==> src/inc/fieldbus_node_pkg.sv <==
// fieldbus_node_pkg: shared constants and types of the node status block.
// assumes a 100 MHz system clock and a 32-bit APB register bus.
package fieldbus_node_pkg;

    // ----------------------------------------------------------------
    // clock and timing
    // ----------------------------------------------------------------
    localparam int          CLK_PERIOD_NS = 10;
    localparam int          TICK_NS       = 1000000;
    localparam int          TICK_CYC      = (TICK_NS + CLK_PERIOD_NS - 1)
                                            / CLK_PERIOD_NS;
    localparam int          MS_W          = 12;
    localparam logic [11:0] CAN_HOLD_MS   = 12'h7D0;
    localparam logic [11:0] COPEN_ON_MS   = 12'h1F4;
    localparam logic [11:0] COPEN_OFF_MS  = 12'h1F4;
    localparam logic [11:0] DN_SHORT_MS   = 12'h0C8;
    localparam logic [11:0] DN_LONG_MS    = 12'h320;

    // ----------------------------------------------------------------
    // register map
    // ----------------------------------------------------------------
    localparam logic [7:0] OFS_CTRL     = 8'h00;
    localparam logic [7:0] OFS_ADDR     = 8'h04;
    localparam logic [7:0] OFS_BAUD     = 8'h08;
    localparam logic [7:0] OFS_PROF     = 8'h0C;
    localparam logic [7:0] OFS_STATUS   = 8'h10;
    localparam logic [7:0] OFS_IRQ_STAT = 8'h14;
    localparam logic [7:0] OFS_IRQ_MASK = 8'h18;

    localparam int ADDR_W = 7;
    localparam int BAUD_W = 4;
    localparam int PROF_W = 2;
    localparam int IRQ_W  = 4;

    localparam int STAT_BAUD_POS = 8;
    localparam int STAT_PROF_POS = 16;
    localparam int STAT_LAMP_POS = 24;
    localparam int STAT_CONN_POS = 25;
    localparam int STAT_DN_POS   = 26;

    localparam int IRQ_RX_POS   = 0;
    localparam int IRQ_LOST_POS = 1;
    localparam int IRQ_DN_POS   = 2;
    localparam int IRQ_DUP_POS  = 3;

    localparam logic              RST_PIN_SRC = 1'b0;
    localparam logic [ADDR_W-1:0] RST_ADDR    = 7'h01;
    localparam logic [BAUD_W-1:0] RST_BAUD    = 4'h0;
    localparam logic [IRQ_W-1:0]  RST_MASK    = 4'h0;

    // ----------------------------------------------------------------
    // profiles, node states, lamp modes
    // ----------------------------------------------------------------
    localparam logic [PROF_W-1:0] PROF_CAN   = 2'h0;
    localparam logic [PROF_W-1:0] PROF_COPEN = 2'h1;
    localparam logic [PROF_W-1:0] PROF_DNET  = 2'h2;
    localparam logic [PROF_W-1:0] RST_PROF   = 2'h0;

    typedef enum logic [1:0] {
        DN_OFFLINE, DN_DUPCHECK, DN_LINK_OK, DN_FAILURE
    } dnState_t;

    typedef enum logic [2:0] {
        LAMP_OFF, LAMP_ON, LAMP_HOLD, LAMP_EQ5,
        LAMP_SHORT, LAMP_LONG, LAMP_EQ2
    } lampMode_t;

endpackage

==> src/core/lamp_timer.sv <==
// lamp_timer: millisecond prescaler and phase counter for the lamp.
// assumes restart is a same-clock level; period zero saturates the count.
`timescale 1ns/1ps
`default_nettype none
module lamp_timer #(
    parameter int TICK_CYCLES = fieldbus_node_pkg::TICK_CYC
) (
    // clock and reset
    input  wire logic                               clk_sys,
    input  wire logic                               rst,
    // control
    input  wire logic                               restart,
    input  wire logic [fieldbus_node_pkg::MS_W-1:0] periodMs,
    // count
    output logic      [fieldbus_node_pkg::MS_W-1:0] msCount
);
    import fieldbus_node_pkg::*;

    localparam int PRE_W = $clog2(TICK_CYCLES + 1);
    localparam logic [PRE_W-1:0] PRE_LAST = PRE_W'(TICK_CYCLES - 1);

    typedef struct packed {
        logic [PRE_W-1:0] pre;
        logic [MS_W-1:0]  cnt;
    } timerState_t;

    timerState_t st_q;
    timerState_t st_d;

    // ----------------------------------------------------------------
    // next state
    // ----------------------------------------------------------------
    always_comb begin
        st_d = st_q;
        if (restart) begin
            st_d.pre = '0; // RL13
            st_d.cnt = '0; // RL13
        end else if (st_q.pre == PRE_LAST) begin
            st_d.pre = '0;
            if (periodMs != '0 && st_q.cnt == periodMs - 12'h001) begin
                st_d.cnt = '0;
            end else if (st_q.cnt != '1) begin
                st_d.cnt = st_q.cnt + 12'h001;
            end
        end else begin
            st_d.pre = st_q.pre + PRE_W'(1);
        end
    end

    always_ff @(posedge clk_sys or posedge rst) begin
        if (rst) begin
            st_q <= '0;
        end else begin
            st_q <= st_d;
        end
    end

    assign msCount = st_q.cnt;

endmodule
`default_nettype wire

==> src/core/fieldbus_node_status_config.sv <==
// fieldbus_node_status_config: status lamp and configuration source logic.
// assumes the protocol engine runs on clk_sys; strap pins are asynchronous.
// Notes on behaviour
// (RL1) node is slave, reports status only
// (RL2) node address settable, unique on network
// (RL3) plain CAN: lamp two seconds per reception
// (RL4) CANopen: lamp steady while connected
// (RL5) CANopen lost: blink 0.5 on/0.5 off
// (RL6) DeviceNet link established: lamp steady on
// (RL7) DeviceNet offline: 0.2 on, 0.8 off
// (RL8) DeviceNet duplicate check: 0.8 on, 0.2 off
// (RL9) DeviceNet timeout/failure: 0.2 on/0.2 off
// (RL10) address from stored value or pins
// (RL11) bit rate from stored value or pins
// (RL12) profile from stored value or pins
// (RL13) one ms counter, restarts on display change
// (RL14) source select chooses stored or pin values
`timescale 1ns/1ps
`default_nettype none
module fieldbus_node_status_config #(
    parameter int TICK_CYCLES = fieldbus_node_pkg::TICK_CYC
) (
    // clock and reset
    input  wire logic                                 clk_sys,
    input  wire logic                                 rst,
    // apb slave
    input  wire logic                                 psel,
    input  wire logic                                 penable,
    input  wire logic                                 pwrite,
    input  wire logic [7:0]                           paddr,
    input  wire logic [31:0]                          pwdata,
    output logic      [31:0]                          prdata,
    output logic                                      pready,
    output logic                                      pslverr,
    // strap pins
    input  wire logic [fieldbus_node_pkg::ADDR_W-1:0] addrPins,
    input  wire logic [fieldbus_node_pkg::BAUD_W-1:0] baudPins,
    input  wire logic [fieldbus_node_pkg::PROF_W-1:0] profPins,
    // protocol engine
    input  wire logic                                 rxOk,
    input  wire logic                                 connUp,
    input  wire fieldbus_node_pkg::dnState_t          dnState,
    input  wire logic                                 dupAddr,
    output logic      [fieldbus_node_pkg::ADDR_W-1:0] nodeAddr,
    output logic      [fieldbus_node_pkg::BAUD_W-1:0] bitRate,
    output logic      [fieldbus_node_pkg::PROF_W-1:0] busProfile,
    // indicators
    output logic                                      statusLamp,
    output logic                                      irq
);
    import fieldbus_node_pkg::*;

    localparam int PIN_W = ADDR_W + BAUD_W + PROF_W;

    typedef struct packed {
        logic [PIN_W-1:0]  pinMeta;
        logic [PIN_W-1:0]  pinSync;
        logic              pinSrc;
        logic [ADDR_W-1:0] storedAddr;
        logic [BAUD_W-1:0] storedBaud;
        logic [PROF_W-1:0] storedProf;
        logic [ADDR_W-1:0] effAddr;
        logic [BAUD_W-1:0] effBaud;
        logic [PROF_W-1:0] effProf;
        lampMode_t         mode;
        logic              rxSeen;
        logic              connPrev;
        dnState_t          dnPrev;
        logic [IRQ_W-1:0]  irqStat;
        logic [IRQ_W-1:0]  irqMask;
        logic              irq;
        logic              lamp;
        logic              pready;
        logic [31:0]       prdata;
        logic              pslverr;
    } nodeState_t;

    nodeState_t st_q;
    nodeState_t st_d;

    logic [MS_W-1:0] msCount;
    logic [MS_W-1:0] periodMs;
    logic            restart;
    logic            canRx;

    // ----------------------------------------------------------------
    // decode helpers
    // ----------------------------------------------------------------
    function automatic logic [MS_W-1:0] lampOnMs(input lampMode_t m);
        unique case (m)
            LAMP_OFF:   lampOnMs = '0;
            LAMP_ON:    lampOnMs = '1;
            LAMP_HOLD:  lampOnMs = CAN_HOLD_MS;
            LAMP_EQ5:   lampOnMs = COPEN_ON_MS;
            LAMP_SHORT: lampOnMs = DN_SHORT_MS;
            LAMP_LONG:  lampOnMs = DN_LONG_MS;
            LAMP_EQ2:   lampOnMs = DN_SHORT_MS;
        endcase
    endfunction

    function automatic logic [MS_W-1:0] lampPeriodMs(input lampMode_t m);
        unique case (m)
            LAMP_OFF, LAMP_ON, LAMP_HOLD: lampPeriodMs = '0;
            LAMP_EQ5:   lampPeriodMs = COPEN_ON_MS + COPEN_OFF_MS;
            LAMP_SHORT, LAMP_LONG: lampPeriodMs = DN_SHORT_MS + DN_LONG_MS;
            LAMP_EQ2:   lampPeriodMs = DN_SHORT_MS + DN_SHORT_MS;
        endcase
    endfunction

    function automatic logic known(input logic [7:0] a);
        known = (a == OFS_CTRL) || (a == OFS_ADDR) || (a == OFS_BAUD)
             || (a == OFS_PROF) || (a == OFS_STATUS)
             || (a == OFS_IRQ_STAT) || (a == OFS_IRQ_MASK);
    endfunction

    // ----------------------------------------------------------------
    // next state
    // ----------------------------------------------------------------
    logic             wrAcc;
    logic             rdLaunch;
    logic [IRQ_W-1:0] irqEvents;
    logic [IRQ_W-1:0] irqClear;
    logic [31:0]      rdWord;

    always_comb begin
        st_d      = st_q;
        irqEvents = '0;
        irqClear  = '0;
        rdWord    = '0;
        canRx     = rxOk && (st_q.effProf == PROF_CAN);

        // pin synchroniser, first stage read only by the second
        st_d.pinMeta = {addrPins, baudPins, profPins};
        st_d.pinSync = st_q.pinMeta;

        // source select between stored values and pins
        if (st_q.pinSrc) begin // RL14
            st_d.effAddr = st_q.pinSync[PIN_W-1 -: ADDR_W]; // RL10
            st_d.effBaud = st_q.pinSync[PROF_W +: BAUD_W]; // RL11
            st_d.effProf = st_q.pinSync[PROF_W-1:0]; // RL12
        end else begin
            st_d.effAddr = st_q.storedAddr; // RL10
            st_d.effBaud = st_q.storedBaud; // RL11
            st_d.effProf = st_q.storedProf; // RL12
        end

        // reception hold in plain CAN, retriggered by every reception
        if (canRx) begin
            st_d.rxSeen = 1'b1; // RL3
        end else if (st_q.effProf != PROF_CAN
                     || (st_q.mode == LAMP_HOLD
                         && msCount >= CAN_HOLD_MS)) begin
            st_d.rxSeen = 1'b0; // RL3
        end

        // displayed state from profile and node state
        if (st_q.effProf == PROF_CAN) begin
            st_d.mode = st_d.rxSeen ? LAMP_HOLD : LAMP_OFF; // RL3
        end else if (st_q.effProf == PROF_COPEN) begin
            st_d.mode = connUp ? LAMP_ON : LAMP_EQ5; // RL4 RL5
        end else if (st_q.effProf == PROF_DNET) begin
            unique case (dnState)
                DN_OFFLINE:  st_d.mode = LAMP_SHORT; // RL7
                DN_DUPCHECK: st_d.mode = LAMP_LONG; // RL8
                DN_LINK_OK:  st_d.mode = LAMP_ON; // RL6
                DN_FAILURE:  st_d.mode = LAMP_EQ2; // RL9
            endcase
        end else begin
            // reserved profile code: lamp stays dark
            st_d.mode = LAMP_OFF;
        end

        // lamp from current mode and phase count
        st_d.lamp = (st_q.mode == LAMP_ON)
                 || (msCount < lampOnMs(st_q.mode));

        // interrupt events, set wins over a clear in the same cycle
        st_d.connPrev = connUp;
        st_d.dnPrev   = dnState;
        irqEvents[IRQ_RX_POS]   = rxOk;
        irqEvents[IRQ_LOST_POS] = st_q.connPrev && !connUp;
        irqEvents[IRQ_DN_POS]   = st_q.effProf == PROF_DNET
                               && st_q.dnPrev != dnState;
        irqEvents[IRQ_DUP_POS]  = dupAddr; // RL2

        // apb: ready one cycle into access, effect at the sampled edge
        wrAcc    = psel && penable && st_q.pready && pwrite;
        rdLaunch = psel && penable && !st_q.pready;
        st_d.pready = rdLaunch;
        if (rdLaunch) begin
            st_d.pslverr = !known(paddr);
            unique case (paddr)
                OFS_CTRL:     rdWord[0] = st_q.pinSrc;
                OFS_ADDR:     rdWord[ADDR_W-1:0] = st_q.storedAddr;
                OFS_BAUD:     rdWord[BAUD_W-1:0] = st_q.storedBaud;
                OFS_PROF:     rdWord[PROF_W-1:0] = st_q.storedProf;
                OFS_STATUS: begin
                    // node status as reported back, never initiated
                    rdWord[ADDR_W-1:0] = st_q.effAddr; // RL1
                    rdWord[STAT_BAUD_POS +: BAUD_W] = st_q.effBaud;
                    rdWord[STAT_PROF_POS +: PROF_W] = st_q.effProf;
                    rdWord[STAT_LAMP_POS] = st_q.lamp;
                    rdWord[STAT_CONN_POS] = connUp;
                    rdWord[STAT_DN_POS +: 2] = dnState;
                end
                OFS_IRQ_STAT: rdWord[IRQ_W-1:0] = st_q.irqStat;
                OFS_IRQ_MASK: rdWord[IRQ_W-1:0] = st_q.irqMask;
                default:      rdWord = '0;
            endcase
            st_d.prdata = pwrite ? 32'h0000_0000 : rdWord;
        end else if (!st_q.pready) begin
            st_d.prdata  = '0;
            st_d.pslverr = 1'b0;
        end
        if (wrAcc) begin
            unique case (paddr)
                OFS_CTRL:     st_d.pinSrc = pwdata[0]; // RL14
                OFS_ADDR:     st_d.storedAddr = pwdata[ADDR_W-1:0]; // RL2
                OFS_BAUD:     st_d.storedBaud = pwdata[BAUD_W-1:0];
                OFS_PROF:     st_d.storedProf = pwdata[PROF_W-1:0];
                OFS_IRQ_STAT: irqClear = pwdata[IRQ_W-1:0];
                OFS_IRQ_MASK: st_d.irqMask = pwdata[IRQ_W-1:0];
                default:      st_d.pinSrc = st_q.pinSrc;
            endcase
        end
        st_d.irqStat = (st_q.irqStat & ~irqClear) | irqEvents;
        st_d.irq     = |(st_d.irqStat & st_d.irqMask);
    end

    // phase counter restarts on any display change or CAN retrigger
    assign restart  = (st_d.mode != st_q.mode) || canRx; // RL13
    assign periodMs = lampPeriodMs(st_d.mode);

    lamp_timer #(
        .TICK_CYCLES (TICK_CYCLES)
    ) u_timer (
        .clk_sys  (clk_sys),
        .rst      (rst),
        .restart  (restart),
        .periodMs (periodMs),
        .msCount  (msCount)
    );

    // ----------------------------------------------------------------
    // state register
    // ----------------------------------------------------------------
    always_ff @(posedge clk_sys or posedge rst) begin
        if (rst) begin
            st_q            <= '0;
            st_q.pinSrc     <= RST_PIN_SRC;
            st_q.storedAddr <= RST_ADDR;
            st_q.storedBaud <= RST_BAUD;
            st_q.storedProf <= RST_PROF;
            st_q.effAddr    <= RST_ADDR;
            st_q.effBaud    <= RST_BAUD;
            st_q.effProf    <= RST_PROF;
            st_q.mode       <= LAMP_OFF;
            st_q.dnPrev     <= DN_OFFLINE;
            st_q.irqMask    <= RST_MASK;
        end else begin
            st_q <= st_d;
        end
    end

    assign prdata     = st_q.prdata;
    assign pready     = st_q.pready;
    assign pslverr    = st_q.pslverr;
    assign nodeAddr   = st_q.effAddr;
    assign bitRate    = st_q.effBaud;
    assign busProfile = st_q.effProf;
    assign statusLamp = st_q.lamp;
    assign irq        = st_q.irq;
endmodule
`default_nettype wire

==> config.mk <==
export PLATFORM = sky130hd
export DESIGN_NAME = fieldbus_node_status_config
export DESIGN_NICKNAME = d
export VERILOG_FILES = /design/src/inc/fieldbus_node_pkg.sv /design/src/core/lamp_timer.sv /design/src/core/fieldbus_node_status_config.sv
export SDC_FILE = /design/constraint.sdc
export NUM_CORES = 1
export LEC_CHECK = 0
export BUFFER_PORTS_ARGS = -buffer_cell sky130_fd_sc_hd__buf_2
export CAP_MARGIN = 20
export CORE_AREA = 2 2 186 97
export CTS_CLUSTER_SIZE = 16
export DETAILED_ROUTE_END_ITERATION = 6
export DIE_AREA = 0 0 188 99
export PLACE_DENSITY = 0.53
export SLEW_MARGIN = 15
export SYNTH_ARGS = -nofsm -noshare
export SYNTH_HDL_FRONTEND = slang
export SYNTH_SLANG_ARGS = --single-unit
==> constraint.sdc <==
create_clock -name clk_sys -period 4.6 [get_ports clk_sys]
set_input_delay 0.92 -clock clk_sys [delete_from_list [all_inputs] [get_ports clk_sys]]
set_output_delay 0.92 -clock clk_sys [all_outputs]
set_load 0.02 [all_outputs]
==> metrics.md <==
| Metric | Value |
|---|---|
| Reg-to-Reg End | `u_timer.msCount[8]` |
| Ys flop type | `dfrtp_1` |
| Most common cell on crit path | `or4b_1` |
| # diodes | `0` |
| Die width | `188 um` |
| Worst path cell trace | `buf_2 > or4b_1 > o211a_2 > o311ai_2 > and2_1 > ha_1 > or4b_1 > a22oi_1 > nand2_1 > nor3_1 > a31oi_2 > and2_4 > a211o_1` |
| Worst VDD drop | `256 uV` |
| Bufs on Longest Clock Path | `2` |
| Post-synthesis cell type count | `66` |
| Crit path buf inv count | `1` |
| Max-cap violations | `0` |
| Drt first pass iters | `5` |
| Pin count of the biggest net entering global routing | `66` |
| Fillers | `1,650` |
| CP endpoint kind | `flip-flop` |
| Initial Util | `0.345` |
| Row count | `34` |
| Initial antenna violation count | `0` |
| # Post-CTS Setup Buffers | `0` |
| CTS Sinks | `118` |
| Synth top cells by count | `dfrtp_1 (116), buf_4 (46), nor2_1 (37)` |
| # port buffers | `71` |
| Pwr Density | `359 mW/mm^2` |
| DRC Markers | `0` |
| Root Driver | `clkbuf_16` |
| Max_slew headroom | `0.468` |
| Final setup vio count | `0` |
| Placed insts | `788` |
| Total CTS buffers | `17` |
| Syn. warnings | `0` |
| Vias | `4,113` |
| Cell Count, Final, Fillers Out | `820` |
| DP HPWL | `10,400 um` |
| Register-to-register setup slack | `0.75 ns` |
| Worst Tran Pin Value | `0.799 ns` |
| Setup TNS Final | `0 ns` |
| Critical Path RT | `4.89 ns` |
| GRT Util Overall | `0.159` |
| RSZ-0062 raised after global routing | `false` |
| Dominant cells by area after synthesis | `dfrtp_1 (50%), mux2_2 (6.5%), buf_4 (5.9%)` |
| WS Path Type | `in -> reg` |
| Leak | `0.00315 uW` |
| Levels on crit path | `13` |
| Via density | `5.02` |
| Cell family with most CP delay | `simple AND/OR/NAND/NOR gates` |
| Number of hold-repair buffers added at the cts stage | `0` |
| Max stage delay on crit path | `0.54 ns` |
| Reg2reg start | `st_q[50]` |
| Crit share post-route | `0.866` |
| Final Critical Period | `3.99 ns` |
| Slew Limit Fails | `0` |
| Routed WL | `13,900 um` |
| FF+latch count, synth | `118` |
| Clk_skew | `0.0100 ns` |
| Worst EP arrival | `4.28 ns` |
| Mean Syn Cell Area | `11.1 sq um` |
| Vias in the first global route | `3,956` |
| Worst path slowest cell | `or4b_1` |
| Post-route ant nets | `0` |
| Post-CTS sizing | `0` |
| Area of the mapped netlist | `0.00585 sq mm` |
| Most frequent cell after synthesis | `dfrtp_1` |
| Number of I/O pins | `112` |
| WL/cell | `16.9 um` |
| Fmax | `251 MHz` |
| Area grow syn2layout | `15.2%` |
| Die area | `0.0186 sq mm` |
| Cells after synthesis | `525` |
| Final GP Congestion | `0.832` |
| Clk pin slew, worst setup/hold paths | `0.06 ns` |
| Nets | `655` |
| FF-to-FF path depth | `12` |
| Die height | `99 um` |
| Area leader, netlist | `dfrtp_1` |
| Clock H-tree levels | `4` |
| Hold Path Class | `reg -> reg` |
| Drt initial violations | `304` |
| Startpoint Class | `input port` |
| Post-synth EDFFs | `0` |
| Seq/Total Area, Yosys | `0.505` |
| Core ar. | `0.0170 sq mm` |
| Asr flop ratio synth | `1.00` |
| Status | `finished clean` |
| Top-area cell type share of the netlist area | `0.496` |
| Share of cells above drive strength 1 | `0.258` |
| CTS tree | `yes` |
| Grt total ovfl | `0` |
| Crit-path max FO | `5` |
| First-pass GRT wire length | `22,400 um` |
| Setup crit end | `u_timer.msCount[8]` |
| Hold Fails Final Rpt | `0` |
| Critical Path Start | `rxOk` |
| Skew-Pair Late Insertion Delay | `0.41 ns` |
## per-layer routing
layer / share of wire / routed length (um) / track usage
met2: 0.35 / 4920 / 0.190
met1: 0.57 / 7940 / 0.264
met5: 0 / 0 / 0
met3: 0.065 / 906 / 0.0477
met4: 0.0071 / 99 / 0.0400
## final cells by class
cell class | instances | area [sq um] | share of cell area
Sequential cell | 118 | 2960 | 0.438
Clock buffer | 28 | 507 | 0.0752
Tap cell | 234 | 293 | 0.0434
Multi-Input combinational cell | 340 | 2470 | 0.366
Inverter | 20 | 77.6 | 0.0115
Clock inverter | 4 | 45.0 | 0.00668
Timing Repair Buffer | 76 | 393 | 0.0583
## kinds of logic after synthesis
logic type	after synthesis	share of synthesized area
AO/OA/AOI/OAI	82	0.114
other	1	0.000641
flip-flops	118	0.505
multiplexers	44	0.0847
AND/OR/NAND/NOR	160	0.142
buffers and inverters	81	0.0830
adder cells (fa/ha/maj)	19	0.0406
XOR/XNOR	20	0.0299
## worst min path at each step
stage / startpoint / end / slack [ns] / cells after the start
global route: st_d[81] / st_q[81] / 0.35 / 0
CTS: st_d[79] / st_q[79] / 0.35 / 0
finish: st_d[79] / st_q[79] / 0.35 / 0
detailed placement: st_d[79] / st_q[79] / 0.33 / 0
global placement: st_d[81] / st_q[81] / 0.33 / 0
floorplan: st_d[78] / st_q[78] / 0.33 / 0
## stage by stage
step / setup WS (ns) / total power, uW / hold WS, ns / util / cell area (sq um)
2_1_floorplan: 0.554 / 1160 / 0.331 / - / 5900
3_3_place_gp: 0.299 / 1190 / 0.333 / 0.365 / 6190
3_5_place_dp: 0.249 / 1200 / 0.335 / 0.365 / 6190
4_1_cts: 0.653 / 2450 / 0.347 / 0.397 / 6740
5_1_grt: 0.413 / 2520 / 0.349 / 0.397 / 6740
6_report: 0.614 / 2420 / 0.346 / 0.397 / 6740
## sequential cells by signal, summed over array words and instances (netlist names)
| signal | flops |
|---|---|
| irq | 1 |
| st_q | 42 |
| st_d | 13 |
| pslverr | 1 |
| u_timer.st_q | 17 |
| pready | 1 |
| u_timer.msCount | 12 |
| statusLamp | 1 |
| bitRate | 4 |
| nodeAddr | 7 |
| prdata | 17 |
| busProfile | 2 |
## layout by cell type, fill, tap and decap left out, drive strengths merged, types with 9 or more instances in the layout
cell type    n
dfrtp      116
buf         76
nor2        37
nand2       36
mux2        34
clkbuf      28
nand3       22
inv         20
ha          19
conb        15
a22o        14
nor3        12
xor2        11
o21ai       11
mux2i        9
nand4        9
xnor2        9
## worst register-to-register path, cell delays in order (launching register included)
cell	delay [ns]
dfrtp_1	0.52
or4b_1	0.55
o211a_2	0.17
o311ai_2	0.35
and2_1	0.29
ha_1	0.19
or4b_1	0.43
a22oi_1	0.24
nand2_1	0.14
nor3_1	0.25
a31oi_2	0.14
and2_4	0.20
a211o_1	0.29
## power by group
group	internal (uW)	switching [uW]
logic	32.9	74.2
registers	1060	11.7
clock network	798	446
total	1890	532
(Power assumes the default switching activity.)
